File: src/cam_pkg.sv
// Constants, types and opcode tables for the addressing-mode decoder
// Notes on behaviour
// - Inherent instructions are the opcode byte alone
// - Immediate: opcode plus operand byte, load, compare, logic and arithmetic only
// - Short direct: one address byte, page zero
// - Long direct: two address bytes, full space
// - Indexed address is unsigned index plus offset
// - Indexed without offset: no byte, address index
// - Short indexed: one offset byte, up to 1FE
// - Long indexed: two offset bytes, full space
// - Indirect: pointer address byte, operand address read
// - Short indirect: byte pointer, page zero
// - Long indirect: word pointer, one byte follows
// - Indirect indexed: index plus fetched pointer, unsigned
// - Relative adds signed byte offset to PC
// - Relative offset inline, or read via address byte
// - Load, compare, logic, arithmetic accept long forms
// - Read-modify-write, bit, jump ops: short forms only
// - Mask-set instruction raises interrupt mask to 3
// - Mask-clear instruction lowers interrupt mask to 0
// - Halt stops oscillator; wait sleeps until interrupt
// - Recognise 77 instructions in 13 groups
// - Prebytes select second index or indirect form
package cam_pkg;

  // Prebyte codes
  localparam logic [7:0] PRE_Y = 8'h90;
  localparam logic [7:0] PRE_IND = 8'h92;
  localparam logic [7:0] PRE_IND_Y = 8'h91;

  // Reset values and mask levels
  localparam logic [15:0] PC_RESET = 16'h0000;
  localparam logic [1:0] IMASK_RESET = 2'h3;
  localparam logic [1:0] IMASK_SET = 2'h3;
  localparam logic [1:0] IMASK_CLR = 2'h0;
  localparam logic [7:0] ZERO_PAGE = 8'h00;

  // Opcode field positions
  localparam int OPC_MODE_LSB = 5;
  localparam int OPC_MODE_MSB = 7;
  localparam int OPC_SEL_MSB = 4;

  // Operation selector limits
  localparam logic [4:0] SEL_LONG_MAX = 5'h09;
  localparam logic [4:0] SEL_SHORT_MAX = 5'h18;
  localparam logic [4:0] SEL_BIT_MIN = 5'h19;
  localparam logic [4:0] SEL_BTJ_MIN = 5'h1B;
  localparam logic [4:0] SEL_MEM_MAX = 5'h1C;
  localparam logic [4:0] INH_WAIT = 5'h02;
  localparam logic [4:0] INH_HALT = 5'h03;
  localparam logic [4:0] INH_SETM = 5'h06;
  localparam logic [4:0] INH_CLRM = 5'h07;
  localparam logic [4:0] INH_MAX = 5'h1B;
  localparam logic [4:0] REL_UNC_MAX = 5'h03;
  localparam logic [4:0] REL_MAX = 5'h13;

  typedef enum logic [2:0] {
    B_INH = 3'h0, B_IMM = 3'h1, B_DIR_S = 3'h2, B_DIR_L = 3'h3,
    B_IX0 = 3'h4, B_IX_S = 3'h5, B_IX_L = 3'h6, B_REL = 3'h7
  } cam_base_e;

  typedef enum logic [1:0] {
    P_NONE = 2'h0, P_Y = 2'h1, P_IND = 2'h2, P_IND_Y = 2'h3
  } cam_pre_e;

  typedef enum logic [4:0] {
    AM_INH = 5'h00, AM_IMM = 5'h01, AM_DIR_S = 5'h02, AM_DIR_L = 5'h03,
    AM_IX0 = 5'h04, AM_IX_S = 5'h05, AM_IX_L = 5'h06, AM_IND_S = 5'h07,
    AM_IND_L = 5'h08, AM_INDIX_S = 5'h09, AM_INDIX_L = 5'h0A,
    AM_REL_D = 5'h0B, AM_REL_I = 5'h0C, AM_BIT_D = 5'h0D, AM_BIT_I = 5'h0E,
    AM_BITREL_D = 5'h0F, AM_BITREL_I = 5'h10
  } cam_amode_e;

  typedef enum logic [3:0] {
    G_LOAD = 4'h0, G_STACK = 4'h1, G_INCDEC = 4'h2, G_CMP = 4'h3,
    G_LOGIC = 4'h4, G_BITOP = 4'h5, G_BITBR = 4'h6, G_ARITH = 4'h7,
    G_SHIFT = 4'h8, G_JUMP = 4'h9, G_COND = 4'hA, G_INTM = 4'hB,
    G_CCF = 4'hC, G_NONE = 4'hF
  } cam_group_e;

  typedef enum logic [2:0] {
    S_IDLE = 3'h0, S_OPC = 3'h1, S_DEC = 3'h2, S_EXT = 3'h3,
    S_PTR = 3'h4, S_DONE = 3'h5, S_SLEEP = 3'h6
  } cam_state_e;

  // Group of each memory-operand selector
  localparam cam_group_e MEM_GRP [0:31] = '{
    G_LOAD, G_CMP, G_LOGIC, G_LOGIC, G_LOGIC, G_ARITH, G_ARITH, G_ARITH,
    G_ARITH, G_CMP, G_LOAD, G_INCDEC, G_INCDEC, G_CMP, G_LOGIC, G_LOGIC,
    G_SHIFT, G_SHIFT, G_SHIFT, G_SHIFT, G_SHIFT, G_SHIFT, G_SHIFT, G_JUMP,
    G_JUMP, G_BITOP, G_BITOP, G_BITBR, G_BITBR, G_NONE, G_NONE, G_NONE};

  // Group of each inherent selector
  localparam cam_group_e INH_GRP [0:31] = '{
    G_JUMP, G_INTM, G_INTM, G_INTM, G_JUMP, G_INTM, G_CCF, G_CCF,
    G_CCF, G_CCF, G_STACK, G_LOAD, G_LOAD, G_STACK, G_STACK, G_INCDEC,
    G_INCDEC, G_CMP, G_LOGIC, G_LOGIC, G_ARITH, G_SHIFT, G_SHIFT, G_SHIFT,
    G_SHIFT, G_SHIFT, G_SHIFT, G_SHIFT, G_NONE, G_NONE, G_NONE, G_NONE};

  typedef struct packed {
    cam_amode_e amode;
    cam_group_e group;
    logic use_y;
    logic [1:0] ext_cnt;
    logic [1:0] ptr_cnt;
    logic legal;
  } cam_dec_t;

  typedef struct packed {
    logic [15:0] ea;
    logic [15:0] target;
    logic [7:0] operand;
    logic [2:0] len;
    cam_amode_e amode;
    cam_group_e group;
    logic [4:0] sel;
    logic legal;
  } cam_res_t;

  typedef struct packed {
    logic rd;
    logic [15:0] addr;
  } cam_mreq_t;

endpackage : cam_pkg

File: src/cam_addr_decoder.sv
// Fetch sequencer and top level of the addressing-mode decoder
`timescale 1ns/1ps
module cam_addr_decoder (
  input wire logic clock_i, // 40 MHz clock
  input wire logic rst_i, // Async reset, active high
  input wire logic start_i, // Decode next instruction
  input wire logic pc_load_i, // Load program counter
  input wire logic [15:0] pc_value_i, // New program counter
  input wire logic [7:0] x_idx_i, // First index register
  input wire logic [7:0] y_idx_i, // Second index register
  input wire logic [7:0] mem_rdata_i, // Memory read data
  input wire logic mem_rvalid_i, // Read data valid
  input wire logic wake_i, // Interrupt, ends low power
  output cam_pkg::cam_mreq_t mem_req_o, // Read request pulse
  output logic busy_o, // Decoder not idle
  output logic done_o, // Result valid pulse
  output cam_pkg::cam_res_t result_o, // Decode result
  output logic [15:0] pc_o, // Program counter
  output logic [1:0] imask_o, // Interrupt mask level
  output logic halt_o, // Oscillator stop request
  output logic wait_o // Wait low power request
);
  import cam_pkg::*;

  // State and data registers
  cam_state_e state_q;
  cam_state_e state_d;
  cam_pre_e pre_q;
  cam_pre_e pre_d;
  logic [15:0] pc_q;
  logic [15:0] pc_d;
  logic [7:0] opc_q;
  logic [7:0] opc_d;
  logic dbl_q;
  logic dbl_d;
  logic [7:0] ext0_q;
  logic [7:0] ext0_d;
  logic [7:0] ext1_q;
  logic [7:0] ext1_d;
  logic [7:0] ptr0_q;
  logic [7:0] ptr0_d;
  logic [7:0] ptr1_q;
  logic [7:0] ptr1_d;
  logic ext_idx_q;
  logic ext_idx_d;
  logic ptr_idx_q;
  logic ptr_idx_d;
  cam_mreq_t req_q;
  cam_mreq_t req_d;
  cam_res_t res_q;
  cam_res_t res_d;
  logic done_q;
  logic done_d;
  logic busy_q;
  logic [1:0] imask_q;
  logic [1:0] imask_d;
  logic halt_q;
  logic halt_d;
  logic wait_q;
  logic wait_d;

  // Decode of the captured opcode
  cam_dec_t dec;
  logic [15:0] ea;
  logic [15:0] target;

  cam_op_classify u_classify (
    .opcode_i (opc_q),
    .pre_i (pre_q),
    .dec_o (dec)
  );

  // Index register picked by prebyte
  wire [7:0] idx_sel = dec.use_y ? y_idx_i : x_idx_i;

  cam_ea_calc u_ea (
    .amode_i (dec.amode),
    .idx_i (idx_sel),
    .ext0_i (ext0_q),
    .ext1_i (ext1_q),
    .ptr0_i (ptr0_q),
    .ptr1_i (ptr1_q),
    .pc_i (pc_q),
    .ea_o (ea),
    .target_o (target)
  );

  // Prebyte recognition on the incoming byte
  wire is_pre = (mem_rdata_i == PRE_Y) || (mem_rdata_i == PRE_IND) ||
                (mem_rdata_i == PRE_IND_Y);
  wire cam_pre_e pre_code = (mem_rdata_i == PRE_Y) ? P_Y :
                            (mem_rdata_i == PRE_IND) ? P_IND : P_IND_Y;

  // Legality, byte counts and next addresses
  wire legal = dec.legal && !dbl_q;
  wire [15:0] pc_inc = pc_q + 16'h0001;
  wire [1:0] ext_next = {1'b0, ext_idx_q} + 2'h1;
  wire [1:0] ptr_next = {1'b0, ptr_idx_q} + 2'h1;
  wire [7:0] ptr_base = ext_idx_q ? ext0_q : mem_rdata_i;
  wire [7:0] ptr_second = ext0_q + 8'h01;
  wire [2:0] len_pre = {2'h0, pre_q != P_NONE};
  wire [2:0] len_ext = legal ? {1'b0, dec.ext_cnt} : 3'h0;
  wire [2:0] len_all = len_pre + 3'h1 + len_ext;

  // Inherent side effects
  wire inh_ok = legal && (dec.amode == AM_INH);
  wire sel_setm = inh_ok && (opc_q[OPC_SEL_MSB:0] == INH_SETM);
  wire sel_clrm = inh_ok && (opc_q[OPC_SEL_MSB:0] == INH_CLRM);
  wire sel_halt = inh_ok && (opc_q[OPC_SEL_MSB:0] == INH_HALT);
  wire sel_wait = inh_ok && (opc_q[OPC_SEL_MSB:0] == INH_WAIT);

  // Next-state logic of the fetch sequencer
  always_comb begin
    state_d = state_q;
    pre_d = pre_q;
    pc_d = pc_q;
    opc_d = opc_q;
    dbl_d = dbl_q;
    ext0_d = ext0_q;
    ext1_d = ext1_q;
    ptr0_d = ptr0_q;
    ptr1_d = ptr1_q;
    ext_idx_d = ext_idx_q;
    ptr_idx_d = ptr_idx_q;
    req_d = '0;
    res_d = res_q;
    done_d = 1'b0;
    imask_d = imask_q;
    halt_d = halt_q;
    wait_d = wait_q;
    case (state_q)
      S_IDLE: begin
        if (pc_load_i) begin
          pc_d = pc_value_i;
        end else if (start_i) begin
          req_d.rd = 1'b1;
          req_d.addr = pc_q;
          pre_d = P_NONE;
          dbl_d = 1'b0;
          state_d = S_OPC;
        end
      end
      S_OPC: begin
        if (mem_rvalid_i) begin
          pc_d = pc_inc;
          if (is_pre && (pre_q == P_NONE)) begin
            pre_d = pre_code;
            req_d.rd = 1'b1;
            req_d.addr = pc_inc;
          end else begin
            opc_d = mem_rdata_i;
            dbl_d = is_pre;
            state_d = S_DEC;
          end
        end
      end
      S_DEC: begin
        ext_idx_d = 1'b0;
        ptr_idx_d = 1'b0;
        if (legal && (dec.ext_cnt != 2'h0)) begin
          req_d.rd = 1'b1;
          req_d.addr = pc_q;
          state_d = S_EXT;
        end else begin
          state_d = S_DONE;
        end
      end
      S_EXT: begin
        if (mem_rvalid_i) begin
          pc_d = pc_inc;
          if (ext_idx_q) begin
            ext1_d = mem_rdata_i;
          end else begin
            ext0_d = mem_rdata_i;
          end
          if (ext_next < dec.ext_cnt) begin
            ext_idx_d = 1'b1;
            req_d.rd = 1'b1;
            req_d.addr = pc_inc;
          end else if (dec.ptr_cnt != 2'h0) begin
            req_d.rd = 1'b1;
            req_d.addr = {ZERO_PAGE, ptr_base};
            state_d = S_PTR;
          end else begin
            state_d = S_DONE;
          end
        end
      end
      S_PTR: begin
        if (mem_rvalid_i) begin
          if (ptr_idx_q) begin
            ptr1_d = mem_rdata_i;
          end else begin
            ptr0_d = mem_rdata_i;
          end
          if (ptr_next < dec.ptr_cnt) begin
            ptr_idx_d = 1'b1;
            req_d.rd = 1'b1;
            req_d.addr = {ZERO_PAGE, ptr_second};
          end else begin
            state_d = S_DONE;
          end
        end
      end
      S_DONE: begin
        res_d.ea = ea;
        res_d.target = target;
        res_d.operand = ext0_q;
        res_d.len = len_all;
        res_d.amode = dec.amode;
        res_d.group = legal ? dec.group : G_NONE;
        res_d.sel = opc_q[OPC_SEL_MSB:0];
        res_d.legal = legal;
        done_d = 1'b1;
        if (sel_setm) begin
          imask_d = IMASK_SET;
        end
        if (sel_clrm) begin
          imask_d = IMASK_CLR;
        end
        halt_d = sel_halt;
        wait_d = sel_wait;
        state_d = (sel_halt || sel_wait) ? S_SLEEP : S_IDLE;
      end
      S_SLEEP: begin
        if (wake_i) begin
          halt_d = 1'b0;
          wait_d = 1'b0;
          state_d = S_IDLE;
        end
      end
      default: begin
        state_d = S_IDLE;
      end
    endcase
  end

  // Sequencer registers
  always_ff @(posedge clock_i or posedge rst_i) begin
    if (rst_i) begin
      state_q <= S_IDLE;
      pre_q <= P_NONE;
      pc_q <= PC_RESET;
      opc_q <= 8'h00;
      dbl_q <= 1'b0;
      ext_idx_q <= 1'b0;
      ptr_idx_q <= 1'b0;
    end else begin
      state_q <= state_d;
      pre_q <= pre_d;
      pc_q <= pc_d;
      opc_q <= opc_d;
      dbl_q <= dbl_d;
      ext_idx_q <= ext_idx_d;
      ptr_idx_q <= ptr_idx_d;
    end
  end

  // Fetched extension and pointer bytes
  always_ff @(posedge clock_i or posedge rst_i) begin
    if (rst_i) begin
      ext0_q <= 8'h00;
      ext1_q <= 8'h00;
      ptr0_q <= 8'h00;
      ptr1_q <= 8'h00;
    end else begin
      ext0_q <= ext0_d;
      ext1_q <= ext1_d;
      ptr0_q <= ptr0_d;
      ptr1_q <= ptr1_d;
    end
  end

  // Output registers
  always_ff @(posedge clock_i or posedge rst_i) begin
    if (rst_i) begin
      req_q <= '0;
      res_q <= '0;
      done_q <= 1'b0;
      busy_q <= 1'b0;
      imask_q <= IMASK_RESET;
      halt_q <= 1'b0;
      wait_q <= 1'b0;
    end else begin
      req_q <= req_d;
      res_q <= res_d;
      done_q <= done_d;
      busy_q <= state_d != S_IDLE;
      imask_q <= imask_d;
      halt_q <= halt_d;
      wait_q <= wait_d;
    end
  end

  // Port drive
  assign mem_req_o = req_q;
  assign busy_o = busy_q;
  assign done_o = done_q;
  assign result_o = res_q;
  assign pc_o = pc_q;
  assign imask_o = imask_q;
  assign halt_o = halt_q;
  assign wait_o = wait_q;

endmodule : cam_addr_decoder

File: src/cam_ea_calc.sv
// Effective address and relative target arithmetic
`timescale 1ns/1ps
module cam_ea_calc (
  input wire cam_pkg::cam_amode_e amode_i, // Addressing mode
  input wire logic [7:0] idx_i, // Selected index register
  input wire logic [7:0] ext0_i, // First byte after opcode
  input wire logic [7:0] ext1_i, // Second byte after opcode
  input wire logic [7:0] ptr0_i, // First pointer byte
  input wire logic [7:0] ptr1_i, // Second pointer byte
  input wire logic [15:0] pc_i, // Address after instruction
  output logic [15:0] ea_o, // Operand address
  output logic [15:0] target_o // Relative branch target
);
  import cam_pkg::*;

  // Operand words and zero-extended index
  wire [15:0] idx16 = {ZERO_PAGE, idx_i};
  wire [15:0] ext_w = {ext0_i, ext1_i};
  wire [15:0] ptr_w = {ptr0_i, ptr1_i};
  wire bitrel = (amode_i == AM_BITREL_D) || (amode_i == AM_BITREL_I);
  wire [7:0] ofs8 = (amode_i == AM_REL_I) ? ptr0_i :
                    (bitrel ? ext1_i : ext0_i);
  assign target_o = pc_i + {{8{ofs8[7]}}, ofs8};

  // Address forms
  always_comb begin
    ea_o = '0;
    case (amode_i)
      AM_DIR_S: ea_o = {ZERO_PAGE, ext0_i};
      AM_DIR_L: ea_o = ext_w;
      AM_IX0: ea_o = idx16;
      AM_IX_S: ea_o = idx16 + {ZERO_PAGE, ext0_i};
      AM_IX_L: ea_o = idx16 + ext_w;
      AM_IND_S: ea_o = {ZERO_PAGE, ptr0_i};
      AM_IND_L: ea_o = ptr_w;
      AM_INDIX_S: ea_o = idx16 + {ZERO_PAGE, ptr0_i};
      AM_INDIX_L: ea_o = idx16 + ptr_w;
      AM_BIT_D: ea_o = {ZERO_PAGE, ext0_i};
      AM_BITREL_D: ea_o = {ZERO_PAGE, ext0_i};
      AM_BIT_I: ea_o = {ZERO_PAGE, ptr0_i};
      AM_BITREL_I: ea_o = {ZERO_PAGE, ptr0_i};
      default: ea_o = '0;
    endcase
  end

endmodule : cam_ea_calc

File: src/cam_op_classify.sv
// Opcode and prebyte classifier: mode, group, byte counts, legality
`timescale 1ns/1ps
module cam_op_classify (
  input wire logic [7:0] opcode_i, // Opcode byte
  input wire cam_pkg::cam_pre_e pre_i, // Prebyte seen
  output cam_pkg::cam_dec_t dec_o // Decode result
);
  import cam_pkg::*;

  // Opcode fields and selector classes
  cam_base_e base;
  wire [4:0] sel = opcode_i[OPC_SEL_MSB:0];
  wire is_ind = (pre_i == P_IND) || (pre_i == P_IND_Y);
  wire y_pre = (pre_i == P_Y) || (pre_i == P_IND_Y);
  wire long_ok = sel <= SEL_LONG_MAX;
  wire short_ok = sel <= SEL_SHORT_MAX;
  wire bit_op = (sel >= SEL_BIT_MIN) && (sel <= SEL_MEM_MAX);
  wire btj_op = (sel >= SEL_BTJ_MIN) && (sel <= SEL_MEM_MAX);
  assign base = cam_base_e'(opcode_i[OPC_MODE_MSB:OPC_MODE_LSB]);

  // Mode table
  always_comb begin
    dec_o = '0;
    dec_o.amode = AM_INH;
    dec_o.group = MEM_GRP[sel];
    dec_o.use_y = y_pre;
    case (base)
      B_INH: begin
        dec_o.group = INH_GRP[sel];
        dec_o.legal = (sel <= INH_MAX) && !is_ind;
      end
      B_IMM: begin
        dec_o.amode = AM_IMM;
        dec_o.ext_cnt = 2'h1;
        dec_o.legal = long_ok && !is_ind;
      end
      B_DIR_S: begin
        if (bit_op) begin
          dec_o.amode = is_ind ? (btj_op ? AM_BITREL_I : AM_BIT_I)
                               : (btj_op ? AM_BITREL_D : AM_BIT_D);
          dec_o.ext_cnt = btj_op ? 2'h2 : 2'h1;
          dec_o.ptr_cnt = {1'b0, is_ind};
          dec_o.legal = (pre_i == P_NONE) || (pre_i == P_IND);
        end else begin
          dec_o.amode = is_ind ? AM_IND_S : AM_DIR_S;
          dec_o.ext_cnt = 2'h1;
          dec_o.ptr_cnt = {1'b0, is_ind};
          dec_o.legal = short_ok && (pre_i != P_IND_Y);
        end
      end
      B_DIR_L: begin
        dec_o.amode = is_ind ? AM_IND_L : AM_DIR_L;
        dec_o.ext_cnt = is_ind ? 2'h1 : 2'h2;
        dec_o.ptr_cnt = is_ind ? 2'h2 : 2'h0;
        dec_o.legal = long_ok && (pre_i != P_IND_Y);
      end
      B_IX0: begin
        dec_o.amode = AM_IX0;
        dec_o.legal = short_ok && !is_ind;
      end
      B_IX_S: begin
        dec_o.amode = is_ind ? AM_INDIX_S : AM_IX_S;
        dec_o.ext_cnt = 2'h1;
        dec_o.ptr_cnt = {1'b0, is_ind};
        dec_o.legal = short_ok;
      end
      B_IX_L: begin
        dec_o.amode = is_ind ? AM_INDIX_L : AM_IX_L;
        dec_o.ext_cnt = is_ind ? 2'h1 : 2'h2;
        dec_o.ptr_cnt = is_ind ? 2'h2 : 2'h0;
        dec_o.legal = long_ok;
      end
      B_REL: begin
        dec_o.amode = is_ind ? AM_REL_I : AM_REL_D;
        dec_o.ext_cnt = 2'h1;
        dec_o.ptr_cnt = {1'b0, is_ind};
        dec_o.group = (sel <= REL_UNC_MAX) ? G_JUMP :
                      (sel <= REL_MAX) ? G_COND : G_NONE;
        dec_o.legal = (sel <= REL_MAX) && !y_pre;
      end
      default: begin
        dec_o.legal = 1'b0;
      end
    endcase
  end

endmodule : cam_op_classify

File: config.mk
export PLATFORM = sky130hd
export DESIGN_NAME = cam_addr_decoder
export DESIGN_NICKNAME = d
export VERILOG_FILES = /design/src/cam_pkg.sv /design/src/cam_addr_decoder.sv /design/src/cam_ea_calc.sv /design/src/cam_op_classify.sv
export SDC_FILE = /design/constraint.sdc
export NUM_CORES = 1
export LEC_CHECK = 0
export BUFFER_PORTS_ARGS = -buffer_cell sky130_fd_sc_hd__buf_2
export CAP_MARGIN = 20
export CORE_AREA = 2 2 187 189
export CTS_BUF_LIST = sky130_fd_sc_hd__clkbuf_4 sky130_fd_sc_hd__clkbuf_8
export DETAILED_ROUTE_END_ITERATION = 6
export DIE_AREA = 0 0 189 191
export PLACE_DENSITY = 0.44
export SYNTH_ARGS = -nofsm -noshare
export SYNTH_HDL_FRONTEND = slang
export SYNTH_SLANG_ARGS = --single-unit
File: constraint.sdc
create_clock -name clock_i -period 7.8 [get_ports clock_i]
set_input_delay 0 -clock clock_i [delete_from_list [all_inputs] [get_ports clock_i]]
set_output_delay 0 -clock clock_i [all_outputs]
set_load 0.05 [all_outputs]
# Word level (Yosys, flattened, before mapping)
# Memory sizes are Yosys's and may differ from the RTL's.
# Cells that the tools add are included.
[totals] romBits=256 elab_cells=243 regBits=145 memories=2
[mem_list] memory="(no name shown)" words=32 word_bits=4 read_ports=1 rd_ports_with_merged_regs=0 wr=0 line_no="cam_op_classify.sv:25" source="dec_o.group = MEM_GRP[sel];"
[mem_list] memory="(no name shown)" words=32 word_bits=4 read_ports=1 rd_ports_with_merged_regs=0 wr=0 line_no="cam_op_classify.sv:29" source="dec_o.group = INH_GRP[sel];"
[classes] eq_ne=50 bitwise=3 n_lt_le_gt_ge=11 n_mux=82 reduce_logical=58 addsub=11
[ops] operator="17-bit two-way mux" count=10
[ops] operator="16-bit one-hot mux with 9 select lines" count=1
[ops] operator="17-bit one-hot mux with 5 select lines" count=1
[ops] operator="3-bit two-way mux" count=14
[ops] operator="4-bit two-way mux" count=9
[ops] operator="5-bit by 4-bit equality test with 1-bit output (second input constant)" count=7
[ops] operator="5-bit one-hot mux with 7 select lines" count=1
[ops] operator="8-bit by 16-bit adder with 16-bit output" count=2
[ops] operator="16-bit two-way mux" count=2
[ops] operator="8-bit two-way mux" count=4
[ops] operator="16-bit one-hot mux with 2 select lines" count=1
[ops] operator="5-bit by 3-bit equality test with 1-bit output (second input constant)" count=6
[ops] operator="8-bit equality test (second input constant)" count=3
[ops] operator="2-bit two-way mux" count=12
[ops] operator="2-bit inequality test (second input constant)" count=12
[ops] operator="3-bit equality test (second input constant)" count=7
[ops] operator="3-bit one-hot mux with 7 select lines" count=1
[ops] operator="3-bit AND reduction" count=7
[ops] operator="5-bit by 2-bit equality test with 1-bit output (second input constant)" count=4
[ops] operator="5-bit <= comparator (second input constant)" count=4
[ops] operator="5-bit two-way mux" count=4
[ops] operator="8-bit by 8-bit adder with 9-bit output" count=2
[ops] operator="2-bit nonzero test" count=9
[ops] operator="16-bit by 1-bit adder with 16-bit output (second input constant)" count=1
[ops] operator="34 further kinds" count=91

# Logic depth before layout (Yosys ltp)
[depth] ltp_word=13 ltp_mapped=27 mapped_depth_nobuf=25

# Cells and area by module
# Synthesis repeated with hierarchy kept, for this count alone.
[hier_totals] cells_unflattened=1186 area_unflattened_um2=10198.5
[by_module_without_submodules] module="cam_addr_decoder" seq_area_each_um2=3604.7 n_inst=1 cells_each=688 area_each_um2=6717.7
[by_module_without_submodules] module="cam_ea_calc" seq_area_each_um2=0.0 n_inst=1 cells_each=351 area_each_um2=2563.7
[by_module_without_submodules] module="cam_op_classify" seq_area_each_um2=0.0 n_inst=1 cells_each=147 area_each_um2=917.1

# Least setup slack after synthesis
# Ideal clock, no wire load.
[synth_timing] path_kind="flip-flop to flip-flop" from="register opc_q[1]" to="register res_q (netlist bit result_o[40])" path_slack_ps=2138 t_arrival_ps=5593 setup_time_ps=69 path_buffers=2 path_stages_with_launch=28 synth_period_minus_slack_ps=5662 cell_sequence="dfrtp_1 > buf_2 > clkinv_1 > ha_1 > nor2b_1 > nor3_1 > ha_1 > or3_4 > o41ai_4 > nand4_2 > or3_1 > o21ai_2 > buf_6 > nor2_1 > a21oi_1 > o21ai_0 > ha_1 > inv_1 > fa_1 > nor2b_1 > o21ai_0 > a21boi_0 > o21ai_0 > a21oi_1 > o2111a_1 > or3_1 > a2111o_1 > nand3_1"
[synth_via] elab_chain_len=11 word_cells_on_any_way=17
[synth_lines] item="start: declaration" line_no="cam_addr_decoder.sv:32" source="logic [7:0] opc_q;"
[synth_lines] item="start signal: assignment" line_no="cam_addr_decoder.sv:252" source="opc_q <= opc_d;"
[synth_lines] item="5-bit greater-or-equal comparator / 5-bit <= comparator (equally long branches)" line_no="cam_op_classify.sv:18, cam_op_classify.sv:17"
[synth_lines] item="1-bit logical AND" line_no="cam_op_classify.sv:18" source="wire btj_op = (sel >= SEL_BTJ_MIN) && (sel <= SEL_MEM_MAX);"
[synth_lines] item="2-bit two-way mux / 5-bit two-way mux (equally long branches)" line_no="cam_op_classify.sv:40, cam_op_classify.sv:39"
[synth_lines] item="5-bit two-way mux" line_no="cam_op_classify.sv:39" source="dec_o.amode = is_ind ? (btj_op ? AM_BITREL_I : AM_BIT_I)"
[synth_lines] item="5-bit two-way mux (*)" line_no="cam_op_classify.sv:38" source="if (bit_op) begin"
[synth_lines] item="5-bit one-hot mux with 7 select lines (*)" line_no="cam_op_classify.sv:27" source="case (base)"
[synth_lines] item="5-bit by 4-bit equality test with 1-bit output / 5-bit equality test (equally long branches)" line_no="cam_ea_calc.sv:20" source="wire bitrel = (amode_i == AM_BITREL_D) || (amode_i == AM_BITREL_I);"
[synth_lines] item="1-bit logical OR" line_no="cam_ea_calc.sv:20"
[synth_lines] item="8-bit two-way mux" line_no="cam_ea_calc.sv:22" source="(bitrel ? ext1_i : ext0_i);"
[synth_lines] item="8-bit two-way mux (*)" line_no="cam_ea_calc.sv:21" source="wire [7:0] ofs8 = (amode_i == AM_REL_I) ? ptr0_i :"
[synth_lines] item="16-bit adder (*)" line_no="cam_ea_calc.sv:23" source="assign target_o = pc_i + {{8{ofs8[7]}}, ofs8};"
[synth_lines] item="end signal: assignment" line_no="cam_addr_decoder.sv:286" source="res_q <= res_d;"
[synth_lines] item="end: declaration" line_no="cam_addr_decoder.sv:50" source="cam_res_t res_q;"
# Mark *: on every way between the ends. The rest lies on a longest branch, timed or not.
# A chain may end at the register's enable or synchronous reset.

# Final worst setup path
# Ends and elaborated chain as after synthesis.

==> impl.org <==
** Synth
- Count of flip-flops with a built-in enable after synthesis :: 0
- Flip-flop and latch count after synthesis :: 144
- The number of nets handed over by synthesis was 1270.
- Netlist area before placement :: 0.0101 mm^2
- Mean Syn Cell Area :: 8.61 um^2
- For this run, the leading register cell type out of synthesis is dfrtp_1.
- The synthesized netlist contains 97 unique library cells.
- Total number of yosys warnings :: 0
- For this run, the register share of the synthesized area comes to 0.357.
- Post-Syn Instances :: 1174
- Fraction of registers with async set/reset :: 1.00

** Worst setup path
- Critical Path AT :: 7.19 ns
- Crit path capture :: result_o[40]$_DFFE_PP0P_
- Critical Path RT :: 8.22 ns
- The largest individual stage delay along the critical path comes from the cell dfrtp_1.
- The setup check on the worst reg-to-reg path leaves a slack of 1.03 ns.
- Critical path type :: flip-flop to flip-flop
- The critical path crosses 25 cells after its start point.
- STA classifies the critical path endpoint as a flip-flop.
- Largest driver fanout on the critical path :: 15
- The worst setup path is launched from a flip-flop.
- RR Startpoint :: opc_q[1]$_DFFE_PP0P_
- Launch point of the critical path :: opc_q[1]$_DFFE_PP0P_
- The critical path contains buffers and inverters numbering 2 combined.
- FF-to-FF End :: result_o[40]$_DFFE_PP0P_
- Counting cells, the worst reg-to-reg path comes to 25.
- The cell family contributing the most delay on the critical path is compound AO/OA/AOI/OAI gates.
- Critical Path Max Stage Delay :: 0.66 ns

** Floorplan
- In this run the horizontal extent of the chip is 189 um.
- Number of I/O pins :: 143
- Starting Density :: 0.296
- Measured along the y axis, the die boundary spans 191 um.
- Die Area :: 0.0361 mm^2
- After floorplanning, the core was divided into 68 placement rows.
- The core region is 0.0341 mm^2.

** Global route
- Number of global-route vias before repair :: 9248
- Global-route wire length before repair :: 55800 um
- Number of antenna violations at the first check in global routing :: 0
- Pin count of the biggest net entering global routing :: 80
- Overflow left after global routing :: 0
- Across every metal layer, demand over resource in global routing totals 0.201.

** Route
- Average vias per placed instance :: 5.31
- For this block, the via count after detailed routing is 9353.
- After detailed routing, the number of remaining DRC violations is 0.
- After detailed routing, the total wire length is 35600 um.
- Detailed Routing Iterations Pass 1 :: 7
- Antenna-violating nets left :: 0
- Dividing the detail-routed wire length by the instance count gives 20.2 um.
- Number of DRC markers in iteration 0 :: 712

** Clock tree
- Counting the buffers created by CTS gives 17.
- Latest clock arrival within the worst-skew pair :: 0.48 ns
- After clock tree synthesis, the clock-pin slew on the worst setup and hold paths is 0.10 ns.
- In this run the clock root is driven by a clkbuf_8.
- In this run the number of H-tree levels came out at 4.
- CTS tree :: built
- The clock passes through at most 2 buffers.
- The tree built by TritonCTS fans out to 144 sinks.

** Pwr
- Static power due to leakage :: 5.36 nW
- Pwr dens :: 507 mW/mm^2
- VDD sags by at most 0.265 mV.
- Post-layout power :: 6.00 mW

** Layout
- Post-layout net count :: 1391
- Registers take 0.00360 mm^2.
- Proportion of layout cells with a drive suffix above 1 :: 0.213
- After filler insertion, the fill cell instance count of the layout stands at 3596.
- Summing all multi-input logic gate instances after layout gives 0.00606 mm^2.
- Area delta synth->final :: 17.1%
- Final Core Density :: 0.347
- Antenna cells :: 0

** Timing
- F_max :: 0.148 GHz
- # setup viols final :: 0
- For the pin with the worst max-slew slack, the measured transition is 1.24 ns.
- In this run the tightest slew margin relative to its limit is 0.150.
- Final worst clock skew :: 0.0209 ns
- Setup Total Neg Slack :: 0 ns
- Of the available clock period, the critical path in the final layout requires 0.868.
- Hold violation count in the final report :: 0
- The worst path in the final design needs a cycle of 6.77 ns, including I/O delays and setup.
- Max-slew violation total from the final report :: 0
- Setup repair after global routing left no endpoint under its margin.

** Hold path
- The startpoint identified for the worst hold timing path is y_idx_i[4].
- The min-delay analysis places its worst path in the category input port to flip-flop.

** Job
- Count of max-cap constraint violations :: 0

** Place
- The HPWL after detailed placement is 25600 um.
- The count of buffers added on input and output ports is 142.
- The congestion estimate from routability-driven global placement came to 0.886.

** Status
- Status :: finished, final reports clean
-- cells in the final DEF, fill, tap and decap left out, types with 27 or more instances in the layout --
| cell | instances |
|---|---|
| nand2_1 | 187 |
| mux2_2 | 53 |
| nor2_1 | 71 |
| dfrtp_1 | 143 |
| nand3_1 | 42 |
| ha_1 | 47 |
| dlygate4sd3_1 | 27 |
| a21oi_1 | 72 |
| buf_2 | 142 |
| inv_1 | 29 |
| o21ai_0 | 80 |
-- repair_timing --
item | in CTS | in global routing
hold endpoints to repair | 136 | 0
hold buffers | 27 | 0
setup buffers | 0 | 0
setup endpoints to repair | 0 | 0
gates resized for setup | 0 | 0
-- cell type report --
type | instances | area share
tap | 455 | 0.0481
clock buffer | 19 | 0.0221
multi-input combinational | 919 | 0.512
inverter | 32 | 0.0106
timing repair buffer | 181 | 0.0904
sequential | 144 | 0.304
clock inverter | 13 | 0.0129
-- report_power, final --
group	switching, mW	leakage (nW)	total, mW	internal (mW)
clock network	0.341	0.206	0.649	0.308
logic	2.45	3.34	3.71	1.26
registers	0.587	1.81	1.65	1.06
total	3.38	5.36	6.00	2.63
-- synthesized netlist by cell type, types with 14 or more instances --
| cell type | instances | area, um^2 |
|---|---|---|
| nand2_1 | 188 | 706 |
| dfrtp_1 | 143 | 3580 |
| o21ai_0 | 80 | 400 |
| a21oi_1 | 72 | 360 |
| nor2_1 | 72 | 270 |
| clkbuf_1 | 56 | 210 |
| mux2_2 | 53 | 597 |
| ha_1 | 47 | 588 |
| nand3_1 | 42 | 210 |
| inv_1 | 30 | 113 |
| and3_1 | 22 | 138 |
| nor3_1 | 21 | 105 |
| o21ai_1 | 19 | 95.1 |
| xor2_1 | 19 | 166 |
| mux2i_1 | 18 | 180 |
| xnor2_1 | 17 | 149 |
| a31oi_1 | 15 | 93.8 |
| nand4_1 | 15 | 93.8 |
| nand2b_1 | 14 | 87.6 |
-- through the flow --
stage	hold slack (ns)	worst slack (ns)	instances	instance area, um^2
after floorplan	0.136	2.14	1174	10100
after global placement	0.208	1.26	1704	11200
after CTS	0.0766	1.05	1763	11800
final	0.111	1.03	1763	11800
after global routing	0.118	0.323	1763	11800
after detailed placement	0.210	1.10	1704	11200
-- kinds of logic (layout without fill, tap and decap cells) --
family	Yosys count	count (layout)	synth area share
flip-flops	144	144	0.357
XOR/XNOR	36	36	0.0312
AO/OA/AOI/OAI	319	319	0.210
multiplexers	71	71	0.0768
buffers and inverters	111	245	0.0462
AND/OR/NAND/NOR	442	442	0.214
adder cells (fa/ha/maj)	51	51	0.0651
-- worst min path at each step --
stage                               endpoint  slack (ns)  depth (start not counted)
floorplan                pc_o[0]$_DFFE_PP0P_        0.14                          2
global placement    result_o[38]$_DFFE_PP0P_        0.21                          2
detailed placement  result_o[38]$_DFFE_PP0P_        0.21                          2
CTS                 result_o[49]$_DFFE_PP0P_        0.08                          6
global route            pc_o[11]$_DFFE_PP0P_        0.12                          5
finish              result_o[46]$_DFFE_PP0P_        0.11                          6
-- layer usage --
layer	GRT usage	up-vias	wire, um
met5	0	-	0
met4	0.0610	0	765
met3	0.0351	44	1860
met2	0.318	271	16100
met1	0.279	4536	16900
li1	-	4502	-
-- flip-flops by register name, indices dropped and copies added (netlist names) --
name and cells:
busy_o 1, dbl_q 1, done_o 1, ext0_q 8, ext1_q 8, ext_idx_q 1, halt_o 1, imask_o 1
mem_req_o 17, opc_q 8, pc_o 16, pre_q 2, ptr0_q 8, ptr1_q 8, ptr_idx_q 1, result_o 58
state_q 3, wait_o 1
-- tightest hold or removal path, cell delays in order --
cell and delay, ns:
buf_2 0.07, mux2_2 0.18, nand2b_1 0.06, nand4_1 0.09, a221oi_1 0.06, o21ai_1 0.10
Note: power is estimated with default switching activity, not from simulation.
